### config.mk
export PLATFORM = sky130hd
export DESIGN_NAME = master_reset_relay
export DESIGN_NICKNAME = d
export VERILOG_FILES = /design/src/master_reset_pkg.sv /design/src/master_reset_relay.sv /design/src/reset_clear_stage.sv
export VERILOG_INCLUDE_DIRS = /design/src /design/src/src
export SDC_FILE = /design/constraint.sdc
export NUM_CORES = 1
export LEC_CHECK = 0
export ABC_AREA = 1
export BUFFER_PORTS_ARGS = -buffer_cell sky130_fd_sc_hd__buf_2
export CELL_PAD_IN_SITES_DETAIL_PLACEMENT = 1
export CELL_PAD_IN_SITES_GLOBAL_PLACEMENT = 1
export CORE_MARGIN = 5
export CORE_UTILIZATION = 37
export CTS_BUF_LIST = sky130_fd_sc_hd__clkbuf_4
export DETAILED_ROUTE_END_ITERATION = 6
export PLACE_DENSITY_LB_ADDON = 0.1
export SYNTH_ARGS = -nofsm -noshare
export SYNTH_HDL_FRONTEND = slang
export SYNTH_HIERARCHICAL = 1
export SYNTH_SLANG_ARGS = --single-unit
### constraint.sdc
create_clock -name ref_clk -period 2.85 [get_ports ref_clk]
set_input_delay 0.1425 -clock ref_clk [delete_from_list [all_inputs] [get_ports ref_clk]]
set_output_delay 0.1425 -clock ref_clk [all_outputs]
set_load 0.05 [all_outputs]
### src/master_reset_consts.svh
// Constants for the master reset relay: widths and reset values.
// Assumes inclusion by bare name from the package and design files.
`ifndef MASTER_RESET_CONSTS_SVH
`define MASTER_RESET_CONSTS_SVH
`define OUTPUT_COUNT 8
`define MARKER_COUNT 16
`define OUTPUT_RESET_VALUE 8'h00
`define MARKER_RESET_VALUE 16'h0000
`define REG_COIL_CTRL 4'h0
`define REG_COIL_STATUS 4'h4
`define REG_OUTPUT_STATE 4'h8
`define REG_MARKER_STATE 4'hc
`endif

### src/master_reset_pkg.sv
// Types shared by the master reset relay modules.
// Assumes the constants header is on the include path.
`include "master_reset_consts.svh"
package master_reset_pkg;
   typedef logic [`OUTPUT_COUNT-1:0] output_bank_t;
   typedef logic [`MARKER_COUNT-1:0] marker_bank_t;
   typedef struct packed {
      logic output_reset_block;
      logic marker_reset_block;
      logic combined_reset_block;
   } reset_coils_s;
   typedef struct packed {
      output_bank_t local_outputs;
      output_bank_t expansion_outputs;
      marker_bank_t first_marker_range;
      marker_bank_t second_marker_range;
   } image_s;
   typedef enum logic [0:0] {
      bus_idle = 1'b0,
      bus_done = 1'b1
   } bus_state_e;
endpackage

### src/master_reset_relay.sv
// Functional notes
// - Output reset clears all local and expansion outputs.
// - Marker reset clears both marker ranges only.
// - Combined reset clears outputs and both marker ranges.
// - Clearing acts on rising edge and while high.
// - Coil effect independent of driving rung.
// - Reset clearing beats every set or write.
// - Each contact shows its own coil state.
//
// Top of the master reset relay: commits the scan image each cycle.
// Assumes the ladder logic presents its rung results every clock and that
// software observes and drives the coils over Avalon-MM.
`timescale 1ns/1ps
`default_nettype none
`include "master_reset_consts.svh"
module master_reset_relay (
   input wire logic ref_clk,
   input wire logic rst_n,
   input wire master_reset_pkg::image_s rung_image,
   input wire logic [2:0] rung_coils,
   input wire logic [3:0] avs_address,
   input wire logic avs_read,
   input wire logic avs_write,
   input wire logic [31:0] avs_writedata,
   output logic [31:0] avs_readdata,
   output logic avs_waitrequest,
   output master_reset_pkg::image_s committed_image,
   output master_reset_pkg::reset_coils_s contacts
);
   import master_reset_pkg::*;

   reset_coils_s sw_coils;
   reset_coils_s coils;
   image_s cleared_image;
   logic clear_outputs;
   logic clear_markers;
   bus_state_e bus_state;
   bus_state_e next_bus_state;
   logic [31:0] next_readdata;
   logic bus_req;
   logic take_access;
   logic wr_ctrl;

   // Coils from any rung and from software are ORed into one level, so a
   // rising edge is simply the first cycle of that level.
   assign coils = reset_coils_s'(rung_coils) | sw_coils;

   reset_clear_stage u_clear (
      .scan_image(rung_image),
      .coils(coils),
      .clear_outputs(clear_outputs),
      .clear_markers(clear_markers),
      .cleared_image(cleared_image)
   );

   // Bus answers one cycle after the request is first seen; a write lands
   // on the edge at which the master sees waitrequest low.
   logic [31:0] ctrl_word;
   logic [31:0] status_word;
   logic [31:0] output_word;
   logic [31:0] marker_word;

   assign bus_req = avs_read | avs_write;
   assign take_access = bus_req & (bus_state == bus_idle);
   assign wr_ctrl = avs_write & (bus_state == bus_done) &
                    (avs_address == `REG_COIL_CTRL);
   assign next_bus_state = take_access ? bus_done : bus_idle;

   // The register words are named wires so that the read select sees
   // every change of the state it returns, not only address changes.
   assign ctrl_word = {29'h0, sw_coils};
   assign status_word = {29'h0, contacts};
   assign output_word = {16'h0, committed_image.local_outputs,
                         committed_image.expansion_outputs};
   assign marker_word = {committed_image.first_marker_range,
                         committed_image.second_marker_range};

   function automatic logic [31:0] read_mux(
      input logic [3:0] addr,
      input logic [31:0] ctrl,
      input logic [31:0] status,
      input logic [31:0] outs,
      input logic [31:0] marks
   );
      case (addr)
         `REG_COIL_CTRL: read_mux = ctrl;
         `REG_COIL_STATUS: read_mux = status;
         `REG_OUTPUT_STATE: read_mux = outs;
         `REG_MARKER_STATE: read_mux = marks;
         default: read_mux = 32'h0;
      endcase
   endfunction

   assign next_readdata = (take_access & avs_read) ?
      read_mux(avs_address, ctrl_word, status_word, output_word,
               marker_word) :
      avs_readdata;

   always_ff @(posedge ref_clk or negedge rst_n) begin
      if (!rst_n) begin
         bus_state <= bus_idle;
         avs_waitrequest <= 1'b1;
         avs_readdata <= 32'h0;
         sw_coils <= '0;
      end else begin
         bus_state <= next_bus_state;
         avs_waitrequest <= ~take_access;
         avs_readdata <= next_readdata;
         if (wr_ctrl) begin
            sw_coils <= reset_coils_s'(avs_writedata[2:0]);
         end
      end
   end

   // Commit the cleared image; clearing was applied after the rungs.
   always_ff @(posedge ref_clk or negedge rst_n) begin
      if (!rst_n) begin
         committed_image <= '0;
         contacts <= '0;
      end else begin
         committed_image <= cleared_image;
         contacts <= coils;
      end
   end

   a_output_clear: assert property (
      @(posedge ref_clk) disable iff (!rst_n)
      (coils.output_reset_block | coils.combined_reset_block) |=>
      (committed_image.local_outputs == 8'h00 &&
       committed_image.expansion_outputs == 8'h00))
      else $error("outputs not cleared by output reset");

   a_output_keep: assert property (
      @(posedge ref_clk) disable iff (!rst_n)
      (coils.output_reset_block & ~coils.marker_reset_block &
       ~coils.combined_reset_block) |=>
      (committed_image.first_marker_range ==
       $past(rung_image.first_marker_range) &&
       committed_image.second_marker_range ==
       $past(rung_image.second_marker_range)))
      else $error("output reset touched the markers");

   a_marker_clear: assert property (
      @(posedge ref_clk) disable iff (!rst_n)
      (coils.marker_reset_block & ~coils.output_reset_block &
       ~coils.combined_reset_block) |=>
      (committed_image.first_marker_range == 16'h0000 &&
       committed_image.second_marker_range == 16'h0000 &&
       committed_image.local_outputs == $past(rung_image.local_outputs)))
      else $error("marker reset wrong");

   a_marker_keep: assert property (
      @(posedge ref_clk) disable iff (!rst_n)
      (coils.marker_reset_block & ~coils.output_reset_block &
       ~coils.combined_reset_block) |=>
      (committed_image.expansion_outputs ==
       $past(rung_image.expansion_outputs)))
      else $error("marker reset touched the expansion outputs");

   a_combined_clear: assert property (
      @(posedge ref_clk) disable iff (!rst_n)
      coils.combined_reset_block |=> (committed_image == '0))
      else $error("combined reset left bits set");

   a_rise_clear: assert property (
      @(posedge ref_clk) disable iff (!rst_n)
      $rose(coils.output_reset_block) |=>
      (committed_image.local_outputs == 8'h00 &&
       committed_image.expansion_outputs == 8'h00))
      else $error("rising coil edge did not clear the outputs");

   a_level_hold: assert property (
      @(posedge ref_clk) disable iff (!rst_n)
      coils.output_reset_block [*3] |=>
      (committed_image.local_outputs == 8'h00))
      else $error("held coil did not keep outputs cleared");

   a_rung_coil: assert property (
      @(posedge ref_clk) disable iff (!rst_n)
      rung_coils[1] |=> (committed_image.first_marker_range == 16'h0000))
      else $error("rung coil had no effect");

   a_rung_coil_out: assert property (
      @(posedge ref_clk) disable iff (!rst_n)
      rung_coils[2] |=> (committed_image.expansion_outputs == 8'h00))
      else $error("rung output coil had no effect");

   a_reset_wins: assert property (
      @(posedge ref_clk) disable iff (!rst_n)
      (clear_outputs && rung_image.local_outputs != 8'h00) |=>
      (committed_image.local_outputs == 8'h00))
      else $error("set beat the reset");

   a_marker_wins: assert property (
      @(posedge ref_clk) disable iff (!rst_n)
      (clear_markers && rung_image.second_marker_range != 16'h0000) |=>
      (committed_image.second_marker_range == 16'h0000))
      else $error("marker set beat the reset");

   a_contact_follow: assert property (
      @(posedge ref_clk) disable iff (!rst_n)
      ##1 (contacts == $past(coils)))
      else $error("contact does not follow coil");

   a_status_read: assert property (
      @(posedge ref_clk) disable iff (!rst_n)
      (take_access && avs_read && avs_address == `REG_COIL_STATUS) |=>
      (avs_readdata == {29'h0, $past(contacts)}))
      else $error("status read does not show the contacts");

   a_pass_through: assert property (
      @(posedge ref_clk) disable iff (!rst_n)
      (!clear_outputs && !clear_markers) |=>
      (committed_image == $past(rung_image)))
      else $error("image altered without reset");

   // Bus checks: one answer per request, one cycle long, and only the
   // coil register takes writes.
   a_bus_answer: assert property (
      @(posedge ref_clk) disable iff (!rst_n)
      (bus_req && avs_waitrequest && bus_state == bus_idle) |=>
      !avs_waitrequest)
      else $error("bus answer late");

   a_wait_pulse: assert property (
      @(posedge ref_clk) disable iff (!rst_n)
      !avs_waitrequest |=> avs_waitrequest)
      else $error("waitrequest low for more than one cycle");

   a_ctrl_write: assert property (
      @(posedge ref_clk) disable iff (!rst_n)
      (avs_write && !avs_waitrequest &&
       avs_address == `REG_COIL_CTRL) |=>
      (sw_coils == reset_coils_s'($past(avs_writedata[2:0]))))
      else $error("coil register write lost");

   a_write_refused: assert property (
      @(posedge ref_clk) disable iff (!rst_n)
      (avs_write && bus_state == bus_done &&
       avs_address != `REG_COIL_CTRL) |=> $stable(sw_coils))
      else $error("write to a read-only offset changed the coils");
endmodule
`default_nettype wire

### src/reset_clear_stage.sv
// Final stage of the scan: applies reset coil clearing to the image.
// Assumes the scan image arrives after all rungs were evaluated.
`timescale 1ns/1ps
`default_nettype none
`include "master_reset_consts.svh"
module reset_clear_stage (
   input wire master_reset_pkg::image_s scan_image,
   input wire master_reset_pkg::reset_coils_s coils,
   output logic clear_outputs,
   output logic clear_markers,
   output master_reset_pkg::image_s cleared_image
);
   import master_reset_pkg::*;
   // The combined block clears both groups; set and latch results lose.
   assign clear_outputs = coils.output_reset_block |
                          coils.combined_reset_block;
   assign clear_markers = coils.marker_reset_block |
                          coils.combined_reset_block;
   always_comb begin
      cleared_image = scan_image;
      if (clear_outputs) begin
         cleared_image.local_outputs = `OUTPUT_RESET_VALUE;
         cleared_image.expansion_outputs = `OUTPUT_RESET_VALUE;
      end
      if (clear_markers) begin
         cleared_image.first_marker_range = `MARKER_RESET_VALUE;
         cleared_image.second_marker_range = `MARKER_RESET_VALUE;
      end
   end
endmodule
`default_nettype wire

==> impl_metrics.yaml, run 1 <==
drt:
  wl_met1_um: 4320
  top_layer: "met4"
  ant_nets: 0
  drc_errors: 0
  drt_iter0_markers: 89
  vias_per_cell: 4.40
  dr_wl_met2_um: 5360
  dr_wl_met3_um: 825
  drt_pass1_iterations: 6
  routed_wl_um: 10700
  vias: 3187
  wl_per_cell_um: 14.7
clock_tree:
  htree_levels: 3
  cts_root_buf: "clkbuf_4"
  cts_setup_buffers: 0
  cts_tree: "done"
  postCtsHoldBufs: 55
  clkLatencyLatePin_ps: 440
  cts.reportedPaths.clkPinSlew_ps: 130
  cts_buffers: 9
  cts_max_path_buffers: 2
  clkSinkCount: 88
  post_cts_resized: 0
timing:
  fin_worst_skew_ps: 11.8
  finalHoldViolations: 0
  setup_viol: 0
  whs_ps: 108
  slew_headroom_pct: 54.6
  min_period_ps: 2270
  max_freq_mhz: 441
  rsz0062_at_grt: "no"
  worst_slack_ps: 582
  fin_crit_sh_pct: 79.6
  setup-tns-final_ps: 0
  max_slew.worst_pin.slew_ps: 681
  final_max_slew_viol_count: 0
yosys:
  synth-simple-area-share_pct: 25.3
  synth_xor_area_share_pct: 0
  synth_top_family_by_area: "simple AND/OR/NAND/NOR gates"
  synth_largest_area_cell: "dfrtp_1"
  ys.flop_type: "dfrtp_1"
  ys_ff_latch: 88
  yosys.area_share.adder_pct: 0
  synth-compound-area-share_pct: 4.08
  synthCells: 387
  synth_edf_count: 0
  ys_types: 20
  ys_warn_count: 6
  syn_avg_cell_area_um2: 9.36
  syn_area_um2: 3620
  synth_nets: 478
  muxShareOfSynthArea_pct: 0
  async_reset_ff_share_pct: 100
  synth.area.top_cells: "dfrtp_1, nand2_1, inv_1, nor2_2, nand3_1"
  synth_top_area_share_pct: 60.1
  ys_seq_area_share_pct: 60.9
critical_path:
  crit_buf_inv: 4
  crit_family: "buffers and inverters"
  crit_top_cell: "dlygate4sd3_1"
  end_kind: "flip-flop"
  crit_path_start_kind: "input port"
  crit_path_max_incr_delay_ps: 550
  cp.required_ps: 3240
  cp.arrival_ps: 2660
  cp_cell_sequence: "dlygate4sd3_1 -> buf_2 -> nor2_1 -> dlygate4sd3_1 -> nor2_2 -> nand2_2 -> inv_1 -> o21ai_0 -> nand2_1"
  crit_path_max_fanout: 24
  critical_path_class: "in2reg"
  cp_slowest_cell: "dlygate4sd3_1"
grt:
  overflow: 0
  antenna_found_initial: 0
  grt_use_total_pct: 19.1
  grt_pass1_wl_um: 17300
  grt_max_degree: 53
  grt_pass1_vias: 3480
min_path:
  hold_path.class: "in2reg"
pwr:
  switching_power_uw: 831
  switching_share_pct: 33.1
  clock_power_share_pct: 24.4
  leakage_nw: 3.01
  p_int_mw: 1.68
  p_comb_share_pct: 22.0
  powerDensity_nw_per_um2: 494
  p_seq_share_pct: 53.7
  ir_drop_uv: 248
  p_total_mw: 2.51
cells_and_area:
  final_area_um2: 5090
  finalNonFillerCells: 725
  final_common_cell: "buf_2"
  drive_above_1_share_pct: 36.1
  num_antenna_cells: 0
  fin_util_pct: 52.8
  mostFrequentLayoutCells: "buf_2, nand2_1, dfrtp_1"
  nets: 679
  area_growth_pct: 40.5
floorplanning:
  fp-row-count: 36
  die_area_um2: 11900
  design.core.area_um2: 9640
  die_h_um: 109
  io_pins: 175
  initial_utilization_pct: 37.6
  die_w_um: 109
place:
  dp.cells: 653
  gp_congestion: 0.731
  placed_area_um2: 4410
  port_buffers: 145
  place_ws_ps: 1040
  hpwl_um: 7080
run:
  cap_violations: 0
outcome:
  status: "finished, final reports clean"
worst register-to-register path, cell delays in order (launching register included):
cell     delay [ps]
dfrtp_1         410
nor2_2          160
nand2_2         340
inv_1           520
o21ai_0         180
nand2_1         100
layout make-up:
type,count,area [µm²]
clock buffers,13,97.6
clock inverters,2,7.51
multi-input cells,227,1070
inverters,56,210
well taps,133,166
flip-flops and latches,88,2200
fillers,1204,4550
repair buffers,206,1330
kinds of logic after synthesis:
group | Yosys count
simple gates | 205
buf+inv | 72
compound gates | 22
flops | 88
path summary, 6_finish.rpt:
check                                     from  slack (ps)  cells past startpoint                             to
min in group asynchronous                rst_n         280                      2    avs_readdata[1]$_DFFE_PN0P_
hold / removal                       avs_write         110                      4       ctrl_word[2]$_DFFE_PN0P_
hold reg to reg            bus_state$_DFF_PN0_         470                      1            bus_state$_DFF_PN0_
max in group asynchronous                rst_n        1830                      3  committed_image[46]$_DFF_PN0_
setup / recovery                      avs_read         580                      9    avs_readdata[2]$_DFFE_PN0P_
setup reg to reg           bus_state$_DFF_PN0_        1080                      5    avs_readdata[2]$_DFFE_PN0P_
sequential cells by signal, summed over array words and instances, names as in the netlist:
| name | flops |
|---|---|
| ctrl_word | 3 |
| contacts | 3 |
| committed_image | 48 |
| avs_readdata | 32 |
| bus_state | 1 |
| avs_waitrequest | 1 |
cells in the mapped netlist (2+ instances only):
| master | count |
|---|---|
| buf_2 | 3 |
| buf_4 | 4 |
| buf_6 | 7 |
| dfrtp_1 | 87 |
| inv_1 | 55 |
| nand2_1 | 118 |
| nand2_4 | 2 |
| nand3_1 | 25 |
| nor2_1 | 23 |
| nor2_2 | 31 |
| o21ai_0 | 12 |
| o21ai_2 | 10 |
| or2_2 | 3 |
power by group through the flow:
stage / logic, mW / registers (mW) / clock network [mW]
5_1_grt: 0.598 / 1.36 / 0.695
4_1_cts: 0.556 / 1.35 / 0.634
3_5_place_dp: 0.497 / 1.37 / 0
3_3_place_gp: 0.486 / 1.37 / 0
2_1_floorplan: 0.148 / 1.56 / 0
6_report: 0.552 / 1.35 / 0.612
routing by layer:
metal | GRT usage [%] | vias to the layer above
met2 | 33.0 | 101
li1 | - | 1558
met4 | 7.57 | 0
met5 | 0 | -
met3 | 5.57 | 16
met1 | 22.3 | 1512
Note: power is estimated with default switching activity, not from simulation.
==> inputs of run 2 (changes only) <==
--- a/config.mk
+++ b/config.mk
@@ -11,7 +11,7 @@
 export CELL_PAD_IN_SITES_DETAIL_PLACEMENT = 1
 export CELL_PAD_IN_SITES_GLOBAL_PLACEMENT = 1
 export CORE_MARGIN = 5
-export CORE_UTILIZATION = 37
+export CORE_UTILIZATION = 31
 export CTS_BUF_LIST = sky130_fd_sc_hd__clkbuf_4
 export DETAILED_ROUTE_END_ITERATION = 6
 export PLACE_DENSITY_LB_ADDON = 0.1
==> constraint.sdc (replaced) <==
create_clock -name ref_clk -period 1.95 [get_ports ref_clk]
set_input_delay 0.0975 -clock ref_clk [delete_from_list [all_inputs] [get_ports ref_clk]]
set_output_delay 0.0975 -clock ref_clk [all_outputs]
set_load 0.05 [all_outputs]
==> run 2 against run 1 <==
Effect of this change: total power is 49% higher; flip-flop and latch count unchanged; global-route usage is 3.6 points lower; cell area increased by 1.3%; critical endpoint is now committed_image[1]$_DFF_PN0_; core utilization is 7.6 points lower; worst hold slack improved by 4.4 ps; critical path type is now reg2reg; highest routed layer unchanged; critical path depth decreased by 5; clock power grew 56%; sequential share of layout area fell by 0.57 points; combinational power is 47% higher.
==> impl_metrics.yaml, run 2 (synthesis results as in run 1) <==
clock_tree:
  post_cts_resized: 0
  clkSinkCount: 88
  cts_root_buf: "clkbuf_4"
  cts_buffers: 9
  htree_levels: 3
  cts.reportedPaths.clkPinSlew_ps: 120
  cts_max_path_buffers: 2
  clkLatencyLatePin_ps: 420
  cts_tree: "done"
timing:
  final_max_slew_viol_count: 0
  min_period_ps: 1410
  worst_slack_ps: 537
  finalHoldViolations: 0
  fin_crit_sh_pct: 72.5
  rsz0062_at_grt: "no"
  max_slew.worst_pin.slew_ps: 572
  fin_worst_skew_ps: 10.8
  setup-tns-final_ps: 0
  setup_viol: 0
  slew_headroom_pct: 61.8
  max_freq_mhz: 708
floorplanning:
  design.core.area_um2: 11400
  die_h_um: 118
  fp-row-count: 39
  die_w_um: 118
  io_pins: 175
  die_area_um2: 13900
  initial_utilization_pct: 31.7
drt:
  vias: 3141
  wl_per_cell_um: 14.0
  ant_nets: 0
  drc_errors: 0
  drt_pass1_iterations: 4
  routed_wl_um: 10300
  drt_iter0_markers: 145
  vias_per_cell: 4.26
grt:
  antenna_found_initial: 1
  grt_use_total_pct: 15.5
  grt_pass1_vias: 3468
  overflow: 0
  grt_pass1_wl_um: 17500
  grt_max_degree: 49
critical_path:
  ff2ff_path_depth: 4
  crit_path_start_kind: "flip-flop"
  crit_path_max_fanout: 32
  cp.required_ps: 2300
  critical_path_class: "reg2reg"
  cp.arrival_ps: 1760
  end_kind: "flip-flop"
cells_and_area:
  area_growth_pct: 42.4
  fillers: 1376
  top_regs: "committed_image (48), avs_readdata (32)"
  largest_register_ffs: 48
  drive_above_1_share_pct: 36.3
  ff_latch_area_um2: 2200
  mostFrequentLayoutCells: "buf_2, nand2_1, dfrtp_1"
  final_common_cell: "buf_2"
  nets: 681
  regMostFlops: "committed_image"
  multiInputGateArea_um2: 1070
pwr:
  switching_power_mw: 1.21
  p_comb_share_pct: 21.7
  switching_share_pct: 32.3
  powerDensity_nw_per_um2: 725
  clock_power_share_pct: 25.5
  ir_drop_uv: 382
  p_int_mw: 2.53
  p_seq_share_pct: 52.8
  leakage_nw: 3.03
run:
  cap_violations: 0
outcome:
  status: "finished, final reports clean"
place:
  place_ws_ps: 532
  gp_congestion: 0.735
  hpwl_um: 7290
  port_buffers: 145
min_path:
  hold_path.class: "in2reg"
  holdPathStages: 4
==> run 2: cell types whose count changed in the layout (fill, tap and decap cells not counted), sizes merged <==
cell and delta:
clkinv +1, buf +2, clkinvlp +1, diode +1
bufinv +1, clkbuf -4
==> run 2: final timing paths <==
| kind | from | endpoint | slack [ps] |
|---|---|---|---|
| worst max-delay path | ctrl_word[0]$_DFFE_PN0P_ | committed_image[1]$_DFF_PN0_ | 540 |
| worst min-delay path | avs_write | ctrl_word[0]$_DFFE_PN0P_ | 110 |
| worst max register to register | ctrl_word[0]$_DFFE_PN0P_ | committed_image[1]$_DFF_PN0_ | 540 |
| worst min register to register | avs_readdata[9]$_DFFE_PN0P_ | avs_readdata[9]$_DFFE_PN0P_ | 490 |
| max in group asynchronous | rst_n | committed_image[15]$_DFF_PN0_ | 1140 |
| min in group asynchronous | rst_n | avs_readdata[29]$_DFFE_PN0P_ | 180 |
==> run 2: critical path: stages (launching register included) <==
cell     delay [ps]
dfrtp_1         410
or2_2           320
inv_2           100
nand2_4         310
nor2_1          190
==> run 2: layer usage <==
layer	vias to the layer above	wire, µm	GRT usage [%]
met2	89	5120	26.3
met5	-	0	0
met4	0	180	6.67
met1	1478	4450	18.9
li1	1563	-	-
met3	11	552	3.27
==> run 2: final cells by class <==
class,instances,area share [%]
multi-input combinational,227,20.8
tap,143,3.47
sequential,88,42.7
clock buffer,9,1.31
inverter,56,4.08
clock inverter,5,0.971
antenna,1,0.0485
timing repair buffer,208,26.6
==> run 2: power groups by stage <==
stage | sequential [mW] | combinational [mW] | clock, mW
after CTS | 1.97 | 0.824 | 1.01
after detailed placement | 2.01 | 0.733 | 0
final | 1.97 | 0.810 | 0.953
after floorplan | 2.28 | 0.217 | 0
after global placement | 2.01 | 0.721 | 0
after global routing | 1.99 | 0.880 | 1.08
==> run 2: metrics by stage <==
stage / cell area [µm²] / hold WS [ps] / std cells / util [%] / total power [mW]
floorplan: 3620 / -198 / 387 / - / 2.50
global placement: 4460 / 104 / 665 / 39.1 / 2.73
detailed placement: 4460 / 113 / 665 / 39.1 / 2.74
CTS: 5150 / 66.7 / 736 / 45.1 / 3.81
global route: 5150 / 106 / 737 / 45.1 / 3.95
finish: 5150 / 113 / 737 / 45.1 / 3.74
==> run 2: timing repair <==
item | 4_1_cts | 5_1_grt
endpoints found under the hold margin | 91 | 0
hold buffers | 57 | 0
buffers inserted | 0 | 0
==> inputs of run 3 (changes only) <==
--- a/config.mk
+++ b/config.mk
@@ -11,7 +11,7 @@
 export CELL_PAD_IN_SITES_DETAIL_PLACEMENT = 1
 export CELL_PAD_IN_SITES_GLOBAL_PLACEMENT = 1
 export CORE_MARGIN = 5
-export CORE_UTILIZATION = 31
+export CORE_UTILIZATION = 34
 export CTS_BUF_LIST = sky130_fd_sc_hd__clkbuf_4
 export DETAILED_ROUTE_END_ITERATION = 6
 export PLACE_DENSITY_LB_ADDON = 0.1
==> constraint.sdc (replaced) <==
create_clock -name ref_clk -period 1.5 [get_ports ref_clk]
set_input_delay 0.075 -clock ref_clk [delete_from_list [all_inputs] [get_ports ref_clk]]
set_output_delay 0.075 -clock ref_clk [all_outputs]
set_load 0.05 [all_outputs]
==> run 3 against run 2 <==
Effect of this change: routed wire length up 1.5%; cell count fell by 0.14%; clock skew grew 3.4 ps; sequential power increased by 30%; register-to-register slack got worse by 380 ps; maximum frequency is 5.3% higher; flip-flop and latch count stayed put; critical path type unchanged; critical endpoint is now committed_image[31]$_DFF_PN0_; highest routed layer unchanged.
==> impl_metrics.yaml, run 3 (synthesis results as in run 1) <==
clock_tree:
  cts.reportedPaths.clkPinSlew_ps: 130
  cts_buffers: 9
  cts_tree: "done"
  cts_setup_buffers: 0
  clkLatencyLatePin_ps: 420
  htree_levels: 3
  clkSinkCount: 88
  cts_max_path_buffers: 2
  cts_root_buf: "clkbuf_4"
grt:
  grt_max_degree: 45
  antenna_found_initial: 0
  grt_use_met2_pct: 28.9
  grt.met1_usage_pct: 21.3
  grt_use_total_pct: 17.1
  use_met3_pct: 4.76
  grt.busiest_layer: "met2"
  overflow: 0
  grt_pass1_vias: 3516
  grt_pass1_wl_um: 17500
pwr:
  powerDensity_nw_per_um2: 950
  leakage_nw: 3.07
  ir_drop_uv: 467
  p_total_mw: 4.94
drt:
  drt_pass1_iterations: 4
  ant_nets: 0
  vias: 3118
  drc_errors: 0
  routed_wl_um: 10500
  vias_per_cell: 4.24
  wl_per_cell_um: 14.2
  drt_iter0_markers: 108
timing:
  max_freq_mhz: 745
  max_slew.worst_pin.slew_ps: 481
  setup_viol: 0
  fin_crit_sh_pct: 89.5
  slew_headroom_pct: 67.8
  fin_worst_skew_ps: 14.2
  rsz0062_at_grt: "no"
  final_max_slew_viol_count: 0
  setup-tns-final_ps: 0
  min_period_ps: 1340
  finalHoldViolations: 0
cells_and_area:
  top_regs: "committed_image (48), avs_readdata (32)"
  regMostFlops: "committed_image"
  drive_above_1_share_pct: 37.0
  nets: 686
  area_growth_pct: 43.8
  final_common_cell: "buf_2"
  largest_register_ffs: 48
  fillers: 1261
  mostFrequentLayoutCells: "buf_2, nand2_1, dfrtp_1"
  final_area_um2: 5210
  num_antenna_cells: 0
floorplanning:
  die_w_um: 113
  initial_utilization_pct: 34.9
  io_pins: 175
  fp-row-count: 37
  die_h_um: 113
  design.core.area_um2: 10400
  die_area_um2: 12800
min_path:
  hold_path.class: "in2async"
critical_path:
  cp.arrival_ps: 1690
  end_kind: "flip-flop"
  crit_path_max_fanout: 20
  crit_path_start_kind: "flip-flop"
  critical_path_class: "reg2reg"
  ff2ff_path_depth: 5
  startpoint: "ctrl_word[0]$_DFFE_PN0P_"
  cp.required_ps: 1850
  r2r-start: "ctrl_word[0]$_DFFE_PN0P_"
place:
  port_buffers: 145
  gp_congestion: 0.740
  placed_area_um2: 4510
  hpwl_um: 7230
run:
  cap_violations: 0
outcome:
  status: "finished, final reports clean"
-- run 3: changes by cell type in the layout (fill, tap and decap cells not counted), sizes merged --
cell / change
clkinvlp: -1
buf: +5
diode: -1
clkbuf: +2
clkinv: +1
-- run 3: layer usage --
layer / vias up / routed length [µm]
met2: 90 / 5010
met3: 14 / 699
met5: - / 0
met1: 1446 / 4580
li1: 1568 / -
met4: 0 / 175
-- run 3: area by class of cell --
class                      instances  area, µm²  area share [%]
clock inverter                     5       47.5           0.913
inverter                          56        210            4.04
sequential                        88       2200            42.3
clock buffer                      11       82.6            1.59
tap                              136        170            3.27
multi-input combinational        227       1070            20.6
timing repair buffer             213       1420            27.3
-- run 3: final timing paths --
check	to	slack, ps
min reg2reg	avs_readdata[1]$_DFFE_PN0P_	490
max reg2reg	committed_image[31]$_DFF_PN0_	160
min in group ref_clk	avs_readdata[1]$_DFFE_PN0P_	120
max in group asynchronous	avs_readdata[8]$_DFFE_PN0P_	940
min	avs_readdata[27]$_DFFE_PN0P_	50
max	committed_image[31]$_DFF_PN0_	160
-- run 3: power breakdown --
part | switching [mW] | leakage (nW) | internal, mW
Combinational | 0.742 | 1.80 | 0.334
Sequential | 0.0714 | 1.19 | 2.49
Clock | 0.771 | 0.0757 | 0.532
-- run 3: metrics by stage --
stage | std cells | hold slack [ps] | worst slack (ps) | util, %
after floorplan | 387 | -221 | 380 | -
after global placement | 663 | -39.6 | 234 | 43.4
after detailed placement | 663 | -37.9 | 208 | 43.4
after CTS | 736 | 22.9 | 164 | 50.2
after global routing | 736 | 33.4 | 96.4 | 50.2
final | 736 | 46.0 | 158 | 50.2
-- run 3: what timing repair did --
| item | CTS | global route |
|---|---|---|
| resized for setup | 0 | 0 |
| hold endpoints to repair | 144 | 0 |
| hold buffers | 57 | 0 |
-- run 3: critical path, stage by stage (launching register included) --
cell	delay [ps]
dfrtp_1	420
or2_2	320
inv_2	110
nand2_4	60
buf_4	230
nor2_1	120
